==> src/pkg/cgc_consts.vh <==
// register offsets, field positions and reset values for the clock gating control block
`ifndef CGC_CONSTS_VH
`define CGC_CONSTS_VH

`define CGC_OFF_SYS_SET 8'h00
`define CGC_OFF_SYS_CLR 8'h04
`define CGC_OFF_SYS_STATE 8'h08
`define CGC_OFF_PER_SET 8'h10
`define CGC_OFF_PER_CLR 8'h14
`define CGC_OFF_PER_STATE 8'h18
`define CGC_OFF_OSC_CTRL 8'h20
`define CGC_OFF_MAIN_FREQ 8'h24
`define CGC_OFF_PLL_CFG 8'h2C
`define CGC_OFF_MCK_SEL 8'h30
`define CGC_OFF_PROG0_CFG 8'h40
`define CGC_OFF_PROG1_CFG 8'h44
`define CGC_OFF_IRQ_SET 8'h60
`define CGC_OFF_IRQ_CLR 8'h64
`define CGC_OFF_UNIT_STATUS 8'h68
`define CGC_OFF_IRQ_MASK 8'h6C

`define CGC_BIT_PROC 0
`define CGC_BIT_USB 7
`define CGC_BIT_PROG0 8
`define CGC_PROG_COUNT 3
`define CGC_SYS_MASK 32'h0000_0781
`define CGC_PER_MASK 32'hFFFF_FFFC

`define CGC_RST_SYS_STATE 32'h0000_0001
`define CGC_RST_PER_STATE 32'h0000_0000
`define CGC_RST_ZERO 32'h0000_0000
`define CGC_RST_PLL_CFG 32'h0000_3F00
`define CGC_RST_UNIT_STATUS 32'h0000_0008

`define CGC_RESP_OKAY 2'b00
`define CGC_RESP_SLVERR 2'b10

`endif

==> src/hw/cgc_clock_gating.v <==
// clock gating control registers with an axi4-lite slave
// Summary of operation
// (RULE_01) set port bit 0 starts processor clock
// (RULE_02) set port bit 7 starts usb clock
// (RULE_03) set port bits 8-10 start programmable outputs
// (RULE_04) clear port bit 0 stops processor clock
// (RULE_05) clear port bit 7 stops usb clock
// (RULE_06) clear port bits 8-10 stop programmable outputs
// (RULE_07) state bit 0 shows processor clock running
// (RULE_08) state bit 7 shows usb clock running
// (RULE_09) state bits 8-10 show programmable outputs
// (RULE_10) system state read-only, resets to 0x01
// (RULE_11) peripheral set bits 2-31 start clocks
// (RULE_12) peripheral clear bits 2-31 stop clocks
// (RULE_13) unimplemented peripheral bits change nothing
// (RULE_14) peripheral state read-only, resets to zero
// (RULE_15) system set and clear ports write-only
// (RULE_16) peripheral set and clear ports write-only
// (RULE_17) oscillator control read/write, resets zero
// (RULE_18) frequency register read-only, resets zero
// (RULE_19) master clock selection read/write, resets zero
// (RULE_20) programmable configs read/write, reset zero
// (RULE_21) interrupt ports write-only, mask read-only zero
// (RULE_22) peripheral state shows running clocks
// (RULE_23) software stops output before reconfiguring
// (RULE_24) set and clear share one state bit
// (RULE_25) reserved offsets read zero, ignore writes
//
// Implementation choice: the AXI4-Lite interface to the registers.
`timescale 1ns/1ns
`include "cgc_consts.vh"

module cgc_clock_gating
(
    // clock and reset
    input wire ref_clk,
    input wire rst,
    // axi4-lite write address
    input wire [7:0] s_axi_awaddr,
    input wire [2:0] s_axi_awprot,
    input wire s_axi_awvalid,
    output reg s_axi_awready,
    // axi4-lite write data
    input wire [31:0] s_axi_wdata,
    input wire [3:0] s_axi_wstrb,
    input wire s_axi_wvalid,
    output reg s_axi_wready,
    // axi4-lite write response
    output reg [1:0] s_axi_bresp,
    output reg s_axi_bvalid,
    input wire s_axi_bready,
    // axi4-lite read address
    input wire [7:0] s_axi_araddr,
    input wire [2:0] s_axi_arprot,
    input wire s_axi_arvalid,
    output reg s_axi_arready,
    // axi4-lite read data
    output reg [31:0] s_axi_rdata,
    output reg [1:0] s_axi_rresp,
    output reg s_axi_rvalid,
    input wire s_axi_rready,
    // clock enables toward the gates
    output reg processor_clock_en,
    output reg usb_48mhz_clock_en,
    output reg [2:0] programmable_output_en,
    output reg [31:0] peripheral_clock_en,
    // configuration toward the clock generator
    output reg [31:0] main_oscillator_control,
    output reg [31:0] pll_configuration,
    output reg [31:0] master_clock_selection,
    output reg [31:0] programmable_clock_0_config,
    output reg [31:0] programmable_clock_1_config,
    output reg [31:0] interrupt_mask_state,
    // status from the clock generator (same clock domain)
    input wire [31:0] main_clock_frequency_in,
    input wire [31:0] unit_status_in
);

    // write channel capture: address and data may arrive in either order
    reg aw_held;
    reg w_held;
    reg [7:0] aw_addr;
    reg [31:0] w_data;
    reg [3:0] w_strb;
    reg [31:0] sys_state;
    reg [31:0] per_state;
    reg [31:0] main_freq;
    reg [31:0] unit_status;
    reg [31:0] next_rdata;
    reg next_rvalid_ok;
    wire do_write;
    wire [31:0] wmask;
    wire [31:0] sys_set;
    wire [31:0] sys_clr;
    wire [31:0] per_set;
    wire [31:0] per_clr;
    // reset pattern held as a word so each gate bit picks its own bit
    wire [31:0] sys_rst_val;
    genvar g;

    assign sys_rst_val = `CGC_RST_SYS_STATE;

    // byte strobes widen to a bit mask; partial writes touch only enabled lanes
    function [31:0] strb_mask;
        input [3:0] s;
        begin
            strb_mask = {{8{s[3]}}, {8{s[2]}}, {8{s[1]}}, {8{s[0]}}};
        end
    endfunction

    // merge a write into a read/write register under the lane mask
    function [31:0] merge;
        input [31:0] old;
        input [31:0] d;
        input [31:0] m;
        begin
            merge = (old & ~m) | (d & m);
        end
    endfunction

    assign do_write = aw_held && w_held && !s_axi_bvalid;
    assign wmask = strb_mask(w_strb);

    assign sys_set = (do_write && aw_addr == `CGC_OFF_SYS_SET) ?
        (w_data & wmask & `CGC_SYS_MASK) : 32'h0000_0000; // see RULE_01, RULE_02, RULE_03
    assign sys_clr = (do_write && aw_addr == `CGC_OFF_SYS_CLR) ?
        (w_data & wmask & `CGC_SYS_MASK) : 32'h0000_0000; // see RULE_04, RULE_05, RULE_06
    // bits outside the implemented range are masked so they never reach state
    assign per_set = (do_write && aw_addr == `CGC_OFF_PER_SET) ?
        (w_data & wmask & `CGC_PER_MASK) : 32'h0000_0000; // see RULE_11, RULE_13
    assign per_clr = (do_write && aw_addr == `CGC_OFF_PER_CLR) ?
        (w_data & wmask & `CGC_PER_MASK) : 32'h0000_0000; // see RULE_12, RULE_13

    // handshake
    always @(posedge ref_clk)
    begin
        if (rst)
        begin
            aw_held <= 1'b0;
            w_held <= 1'b0;
            aw_addr <= 8'h00;
            w_data <= 32'h0000_0000;
            w_strb <= 4'h0;
            s_axi_awready <= 1'b0;
            s_axi_wready <= 1'b0;
            s_axi_bvalid <= 1'b0;
            s_axi_bresp <= `CGC_RESP_OKAY;
        end
        else
        begin
            s_axi_awready <= !aw_held && !s_axi_awready && s_axi_awvalid;
            s_axi_wready <= !w_held && !s_axi_wready && s_axi_wvalid;
            if (s_axi_awvalid && s_axi_awready)
            begin
                aw_held <= 1'b1;
                aw_addr <= {s_axi_awaddr[7:2], 2'b00};
            end
            if (s_axi_wvalid && s_axi_wready)
            begin
                w_held <= 1'b1;
                w_data <= s_axi_wdata;
                w_strb <= s_axi_wstrb;
            end
            if (do_write)
            begin
                s_axi_bvalid <= 1'b1;
                s_axi_bresp <= `CGC_RESP_OKAY;
            end
            else if (s_axi_bvalid && s_axi_bready)
            begin
                s_axi_bvalid <= 1'b0;
                aw_held <= 1'b0;
                w_held <= 1'b0;
            end
        end
    end

    // one shared bit per clock: a clear after a set wins, both in one write cannot occur
    generate
        for (g = 0; g < 32; g = g + 1)
        begin : gate_bits
            always @(posedge ref_clk)
            begin
                if (rst)
                begin
                    sys_state[g] <= sys_rst_val[g]; // see RULE_10
                    per_state[g] <= 1'b0; // see RULE_14
                end
                else
                begin
                    if (sys_set[g])
                        sys_state[g] <= 1'b1; // see RULE_24
                    else if (sys_clr[g])
                        sys_state[g] <= 1'b0; // see RULE_24
                    if (per_set[g])
                        per_state[g] <= 1'b1; // see RULE_24
                    else if (per_clr[g])
                        per_state[g] <= 1'b0; // see RULE_24
                end
            end
        end
    endgenerate

    // configuration registers and gate outputs
    always @(posedge ref_clk)
    begin
        if (rst)
        begin
            main_oscillator_control <= `CGC_RST_ZERO;
            pll_configuration <= `CGC_RST_PLL_CFG;
            master_clock_selection <= `CGC_RST_ZERO;
            programmable_clock_0_config <= `CGC_RST_ZERO;
            programmable_clock_1_config <= `CGC_RST_ZERO;
            interrupt_mask_state <= `CGC_RST_ZERO; // see RULE_21
            main_freq <= `CGC_RST_ZERO; // see RULE_18
            unit_status <= `CGC_RST_UNIT_STATUS;
            processor_clock_en <= 1'b1;
            usb_48mhz_clock_en <= 1'b0;
            programmable_output_en <= 3'b000;
            peripheral_clock_en <= `CGC_RST_PER_STATE;
        end
        else
        begin
            main_freq <= main_clock_frequency_in;
            unit_status <= unit_status_in;
            // gate outputs follow state one cycle later, straight from flops
            processor_clock_en <= sys_state[`CGC_BIT_PROC];
            usb_48mhz_clock_en <= sys_state[`CGC_BIT_USB];
            programmable_output_en <= sys_state[`CGC_BIT_PROG0 +: `CGC_PROG_COUNT];
            peripheral_clock_en <= per_state;
            if (do_write)
            begin
                case (aw_addr)
                    `CGC_OFF_OSC_CTRL:
                        main_oscillator_control <= merge(main_oscillator_control, w_data, wmask); // see RULE_17
                    `CGC_OFF_PLL_CFG:
                        pll_configuration <= merge(pll_configuration, w_data, wmask);
                    `CGC_OFF_MCK_SEL:
                        master_clock_selection <= merge(master_clock_selection, w_data, wmask); // see RULE_19
                    // no interlock against an enabled output: software stops it first
                    `CGC_OFF_PROG0_CFG:
                        programmable_clock_0_config <= merge(programmable_clock_0_config, w_data, wmask); // see RULE_20
                    `CGC_OFF_PROG1_CFG:
                        programmable_clock_1_config <= merge(programmable_clock_1_config, w_data, wmask); // see RULE_20
                    `CGC_OFF_IRQ_SET:
                        interrupt_mask_state <= interrupt_mask_state | (w_data & wmask); // see RULE_21
                    `CGC_OFF_IRQ_CLR:
                        interrupt_mask_state <= interrupt_mask_state & ~(w_data & wmask); // see RULE_21
                    default:
                        interrupt_mask_state <= interrupt_mask_state; // see RULE_25
                endcase
            end
        end
    end

    // read decode: write-only ports and holes read zero with okay response
    always @*
    begin
        next_rvalid_ok = 1'b1;
        case ({s_axi_araddr[7:2], 2'b00})
            `CGC_OFF_SYS_STATE: next_rdata = sys_state & `CGC_SYS_MASK; // see RULE_07, RULE_08, RULE_09
            `CGC_OFF_PER_STATE: next_rdata = per_state & `CGC_PER_MASK; // see RULE_22
            `CGC_OFF_OSC_CTRL: next_rdata = main_oscillator_control;
            `CGC_OFF_MAIN_FREQ: next_rdata = main_freq; // see RULE_18
            `CGC_OFF_PLL_CFG: next_rdata = pll_configuration;
            `CGC_OFF_MCK_SEL: next_rdata = master_clock_selection;
            `CGC_OFF_PROG0_CFG: next_rdata = programmable_clock_0_config;
            `CGC_OFF_PROG1_CFG: next_rdata = programmable_clock_1_config;
            `CGC_OFF_UNIT_STATUS: next_rdata = unit_status;
            `CGC_OFF_IRQ_MASK: next_rdata = interrupt_mask_state;
            default: next_rdata = 32'h0000_0000; // see RULE_15, RULE_16, RULE_25
        endcase
    end

    always @(posedge ref_clk)
    begin
        if (rst)
        begin
            s_axi_arready <= 1'b0;
            s_axi_rvalid <= 1'b0;
            s_axi_rdata <= 32'h0000_0000;
            s_axi_rresp <= `CGC_RESP_OKAY;
        end
        else
        begin
            s_axi_arready <= !s_axi_rvalid && !s_axi_arready && s_axi_arvalid;
            if (s_axi_arvalid && s_axi_arready)
            begin
                s_axi_rvalid <= 1'b1;
                s_axi_rdata <= next_rdata;
                s_axi_rresp <= next_rvalid_ok ? `CGC_RESP_OKAY : `CGC_RESP_SLVERR;
            end
            else if (s_axi_rvalid && s_axi_rready)
            begin
                s_axi_rvalid <= 1'b0;
            end
        end
    end

endmodule

==> config.mk <==
export PLATFORM = sky130hd
export DESIGN_NAME = cgc_clock_gating
export DESIGN_NICKNAME = d
export VERILOG_FILES = /design/src/hw/cgc_clock_gating.v
export VERILOG_INCLUDE_DIRS = /design/src /design/src/pkg
export SDC_FILE = /design/constraint.sdc
export NUM_CORES = 1
export LEC_CHECK = 0
export ABC_AREA = 1
export BUFFER_PORTS_ARGS = -buffer_cell sky130_fd_sc_hd__buf_2
export CORE_MARGIN = 8
export CORE_UTILIZATION = 45
export DETAILED_ROUTE_END_ITERATION = 10
export GPL_ROUTABILITY_DRIVEN = 0
export GPL_TIMING_DRIVEN = 0
export PLACE_DENSITY_LB_ADDON = 0.15
export RECOVER_POWER = 100
export SLEW_MARGIN = 25
export SYNTH_ARGS = -nofsm -noshare
export SYNTH_HDL_FRONTEND = slang
export SYNTH_SLANG_ARGS = --single-unit
==> constraint.sdc <==
create_clock -name ref_clk -period 4.2 [get_ports ref_clk]
set_input_delay 0.21 -clock ref_clk [delete_from_list [all_inputs] [get_ports ref_clk]]
set_output_delay 0.21 -clock ref_clk [all_outputs]
set_load 0.05 [all_outputs]
# Word level (Yosys, flattened, before mapping)
# Cells that the tools add are included.
# word_totals
reg_bits,411
latch_bits,0
ramBits,0
romBits,0
out_inout_bits,270
elab_cells,254
n_memories,0
# classes
n_addsub,0
n_mul,0
n_div,0
n_lt_le_gt_ge,0
eq_ne,20
n_shift,0
muxes,88
n_bitwise,15
reduce_logical,71
# ops
operator,count
32-bit case mux with 10 select lines,1
32-bit AND,7
32-bit bitwise OR,6
1-bit 2-to-1 mux,82
2-bit nonzero test,39
32-bit 2-to-1 mux,2
32-bit inverter,2
32-bit case mux with 2 select lines,1
6-bit by 5-bit equality test with 1-bit output (second input constant),8
6-bit by 4-bit equality test with 1-bit output (second input constant),7
11-bit 2-to-1 mux,2
6-bit by 3-bit equality test with 1-bit output (second input constant),3
1-bit logical AND,17
2-bit AND reduction,6
8-bit zero test,1
1-bit zero test,7
6-bit by 1-bit equality test with 1-bit output (second input constant),1
6-bit by 2-bit equality test with 1-bit output (second input constant),1
2-bit OR reduction,1

# Depth between registers and ports, before layout
# depth
depth_word,6
mapped_depth,11
depth_no_buf,10

# Worst setup path before layout
# OpenSTA, ideal clock, no wires.
# synth_path
path_type,reg2reg
start,register s_axi_bvalid
end,register (tool-made name)
arrival_ns,1.611
required_ns,4.081
slack_ns,2.470
stages_incl_launch_ff,7
path_buffers,1
period_less_slack_ns,1.730
path_cell_list,dfxtp_1 > nand3b_4 > nor2_1 > nand3_1 > buf_2 > o21ai_0 > a21oi_1
# synth_lines
element,line,source
start: declaration,cgc_clock_gating.v:50,"output reg s_axi_bvalid,"
start signal: assignment,cgc_clock_gating.v:146,s_axi_bvalid <= 1'b0;
start signal: assignment,cgc_clock_gating.v:166,s_axi_bvalid <= 1'b1;
start signal: assignment,cgc_clock_gating.v:171,s_axi_bvalid <= 1'b0;

# Worst setup path after layout
# layout_path
start,register s_axi_bvalid
end,register per_state[18]
# layout_between
elab_chain_cells,5
word_cells_on_any_way,8
classes_between,mux: 3; reduce/logical: 5
# layout_lines
element,line,source
1-bit zero test *,cgc_clock_gating.v:121,assign do_write = aw_held && w_held && !s_axi_bvalid;
1-bit logical AND *,cgc_clock_gating.v:121,
1-bit logical AND (no line),n/a,
"32-bit 2-to-1 mux, on equally long branches","cgc_clock_gating.v:129, cgc_clock_gating.v:131",
1-bit 2-to-1 mux or 2-bit nonzero test (tied branches),n/a,
end signal: indexed assignment,cgc_clock_gating.v:187,per_state[g] <= 1'b0;
end signal: indexed assignment,cgc_clock_gating.v:196,per_state[g] <= 1'b1;
end signal: indexed assignment,cgc_clock_gating.v:198,per_state[g] <= 1'b0;
end: declaration,cgc_clock_gating.v:86,reg [31:0] per_state;
# Every way passes the cells marked *; elsewhere a longest branch is shown, timed or not.
# A chain may end at the register's enable or synchronous reset.

==> results.tsv <==
metric	value	unit
Crit path top cell by count	nor3_1	
share of power burned in registers	45.3	%
number of synthesized register bits	407	
DRT Wirelength	74.7	mm
Critical R2R Launch	s_axi_bvalid$_SDFFE_PP0P_	
antenna viol nets, final	0	
most numerous cell in the Yosys netlist	nor2_1	
CTS tree	done	
Worst Hold Class	in2reg	
maximum root-to-sink buffer count	3	
crit path launch type	register	
Worst VDD drop	0.253	mV
Arrival @ worst endpoint	3.53	ns
register area share after synthesis	48.5	%
Mapped Area	16800	µm²
Comb pwr share	6.0	%
synthesized instance count	2362	
Achievable Freq	328	MHz
fraction of layout cells with a size suffix above 1	7.79	%
Final WS setup	1.15	ns
post-synth top area share	48.5	%
WP data required	4.68	ns
largest net degree at the start of global routing	14	
Vias	18495	
Worst Path Buf+Inv	2	
Synth warnings	0	
ys async rst share	0	%
Nets	3034	
Worst Setup End Kind	register	
IO Pins	399	
die area	43700	µm²
Skew-Pair Late Insertion Delay	0.57	ns
kind of critical path	reg2reg	
Clock Root Buffer	clkbuf_16	
Min-Delay Startpoint	s_axi_araddr[2]	
core area	36700	µm²
Die Ht	209	µm
Final Cycle Share	72.6	%
Crit path max-delay family	simple AND/OR/NAND/NOR gates	
TritonCTS Buffers	44	
status	completed	
total grt overflow	0	
first-pass detailed-route iteration total	6	
num rows	70	
Detail Placement HPWL	54.4	mm
Pwr Density	405	nW/µm²
Chip Width	209	µm
fillers	3650	
global-route wire length before repair	109	mm
synthesis-to-finish area growth	28.7	%
ranking of synthesized cells by area	dfxtp_1 49%, nor2_1 10%, nand2_1 8.0%, nand3_1 7.5%, inv_1 6.8%	
Worst path max stage delay	0.88	ns
vias in the first global route	17804	
initial antenna violation count	5	
skew final	0.0210	ns
max-capacitance violation count	0	
Commonest cells post-synth	455 x nor2_1, 407 x dfxtp_1, 359 x nand2_1, 304 x inv_1, 252 x nand3_1	
setup TNS	0	ns
post-route total power	8.76	mW
Post-synth EDFFs	0	
crit path max fanout	10	
syn_area_per_cell	7.11	µm²
post-synth top area cell	dfxtp_1	
Clk network pwr share	48.7	%
Port-buffer cells	381	
worst slew margin relative to its limit	17.9	%
min Tclk post-route	3.05	ns
R2R Setup Slk	1.15	ns
Hold Crit Depth	8	
clock transition at the registers of the reported paths	0.06	ns
endpoints failing hold	0	
Pins Over Slew Limit	0	
Post-CTS Setup Bufs	0	
terminus of the critical flop-to-flop path	per_state[18]$_SDFFE_PP0P_	
WHS	0.325	ns
GRT Util Overall	32.6	%
Slew @ Worst Pin	1.23	ns
Worst Hold End	s_axi_rdata[1]$_SDFFE_PP0P_	
Setup Slack @ Placement	1.64	ns
Pint	6.70	mW
Leakage Power	8.89	nW
Clock Sinks	407	
RSZ-0062 raised after global routing	no	
setup violators final	0	
Vias/cell	5.42	
Slowest-stage cell, CP	nor3_1	
critical path, cell by cell	nand3b_1 > nor3_1 > inv_1 > nor3_1 > clkbuf_1 > nand2_1 > a21oi_1	
Sw Share	23.5	%
CTS H-tree lvls	2	
initial DRC count	2041	
Initial Util	45.7	%
drt drc	0	
FF-to-FF path depth	7	
post-synth cell types	25	
Synth Flop Type	dfxtp_1	
wire length per cell	21.9	µm
NetSw	2.06	mW
==> power groups by stage <==
stage | Clock (mW) | Sequential (mW) | Combinational (mW)
after floorplan | 0 | 4.04 | 0.215
final | 4.26 | 3.97 | 0.528
after detailed placement | 0 | 4.05 | 0.430
after CTS | 4.28 | 3.97 | 0.511
after global routing | 4.45 | 3.97 | 0.558
after global placement | 0 | 4.05 | 0.423
==> layout make-up <==
| cell class | instances | area, µm² | share of cell area [%] |
|---|---|---|---|
| antenna | 6 | 15.0 | 0.0695 |
| buffer | 146 | 613 | 2.84 |
| clock buffer | 64 | 1320 | 6.10 |
| clock inverter | 18 | 277 | 1.28 |
| inverter | 308 | 1160 | 5.35 |
| multi-input combinational | 1506 | 6810 | 31.5 |
| sequential | 407 | 8150 | 37.7 |
| tap | 468 | 586 | 2.71 |
| timing repair buffer | 492 | 2690 | 12.4 |
==> worst max path at each step <==
| stage | start | endpoint | slack (ns) | cells past startpoint |
|---|---|---|---|---|
| 3_3_place_gp | rst | w_data[28]$_SDFFE_PP0P_ | 1.72 | 6 |
| 6_report | s_axi_bvalid$_SDFFE_PP0P_ | per_state[18]$_SDFFE_PP0P_ | 1.15 | 7 |
| 3_5_place_dp | rst | w_data[28]$_SDFFE_PP0P_ | 1.64 | 6 |
| 4_1_cts | s_axi_wready$_SDFF_PP0_ | w_data[21]$_SDFFE_PP0P_ | 1.80 | 6 |
| 2_1_floorplan | s_axi_bvalid$_SDFFE_PP0P_ | register | 2.47 | 6 |
| 5_1_grt | s_axi_bvalid$_SDFFE_PP0P_ | per_state[21]$_SDFFE_PP0P_ | 1.01 | 7 |
==> what timing repair did <==
item                                   4_1_cts  5_1_grt
resized for setup                            0        0
endpoints found under the hold margin      113        0
hold buffers                               111        0
==> cells by family after synthesis <==
logic type	synth area share, %
and+or+nand+nor	26.9
buffers and inverters	10.8
AOI/OAI and AO/OA	13.7
DFF	48.5
other	0.0223
==> layout by cell type, fill, tap and decap left out <==
| cell | instances |
|---|---|
| a211oi_1 | 96 |
| a21oi_1 | 170 |
| buf_1 | 2 |
| buf_2 | 139 |
| buf_4 | 6 |
| buf_6 | 2 |
| bufinv_16 | 7 |
| clkbuf_1 | 385 |
| clkbuf_16 | 45 |
| clkbuf_8 | 12 |
| clkinv_1 | 3 |
| clkinv_2 | 8 |
| clkinv_4 | 1 |
| conb_1 | 6 |
| dfxtp_1 | 407 |
| diode_2 | 6 |
| dlygate4sd3_1 | 111 |
| inv_1 | 305 |
| inv_6 | 2 |
| nand2_1 | 359 |
| nand3_1 | 252 |
| nand3_2 | 1 |
| nand3b_1 | 1 |
| nand4_1 | 8 |
| nor2_1 | 456 |
| nor2_2 | 2 |
| nor3_1 | 8 |
| nor3_2 | 1 |
| nor4_4 | 1 |
| o211ai_1 | 6 |
| o21ai_0 | 137 |
| or2_2 | 2 |
==> tightest hold or removal path, cell delays in order <==
cell and delay, ns:
buf_2 0.13, nor2_1 0.08, nand4_1 0.09, nand2_1 0.06
nor2_1 0.12, nand2_1 0.06, nand2_1 0.05, a21oi_1 0.05
==> stage by stage <==
stage               cell area [µm²]  util, %  instances
detailed placement            19300     52.6       3216
global placement              19300     52.6       3216
CTS                           22000     60.0       3409
finish                        21600     58.9       3415
floorplan                     16800        -       2367
global route                  21600     58.9       3413
==> routing by layer <==
metal | up-vias | share of wire (%) | GRT usage [%]
met5 | - | 0 | 0
met4 | 0 | 5.4 | 16.2
met3 | 201 | 11 | 7.80
met2 | 1086 | 45 | 52.2
met1 | 8581 | 39 | 40.9
li1 | 8627 | - | -
(Power assumes the default switching activity.)
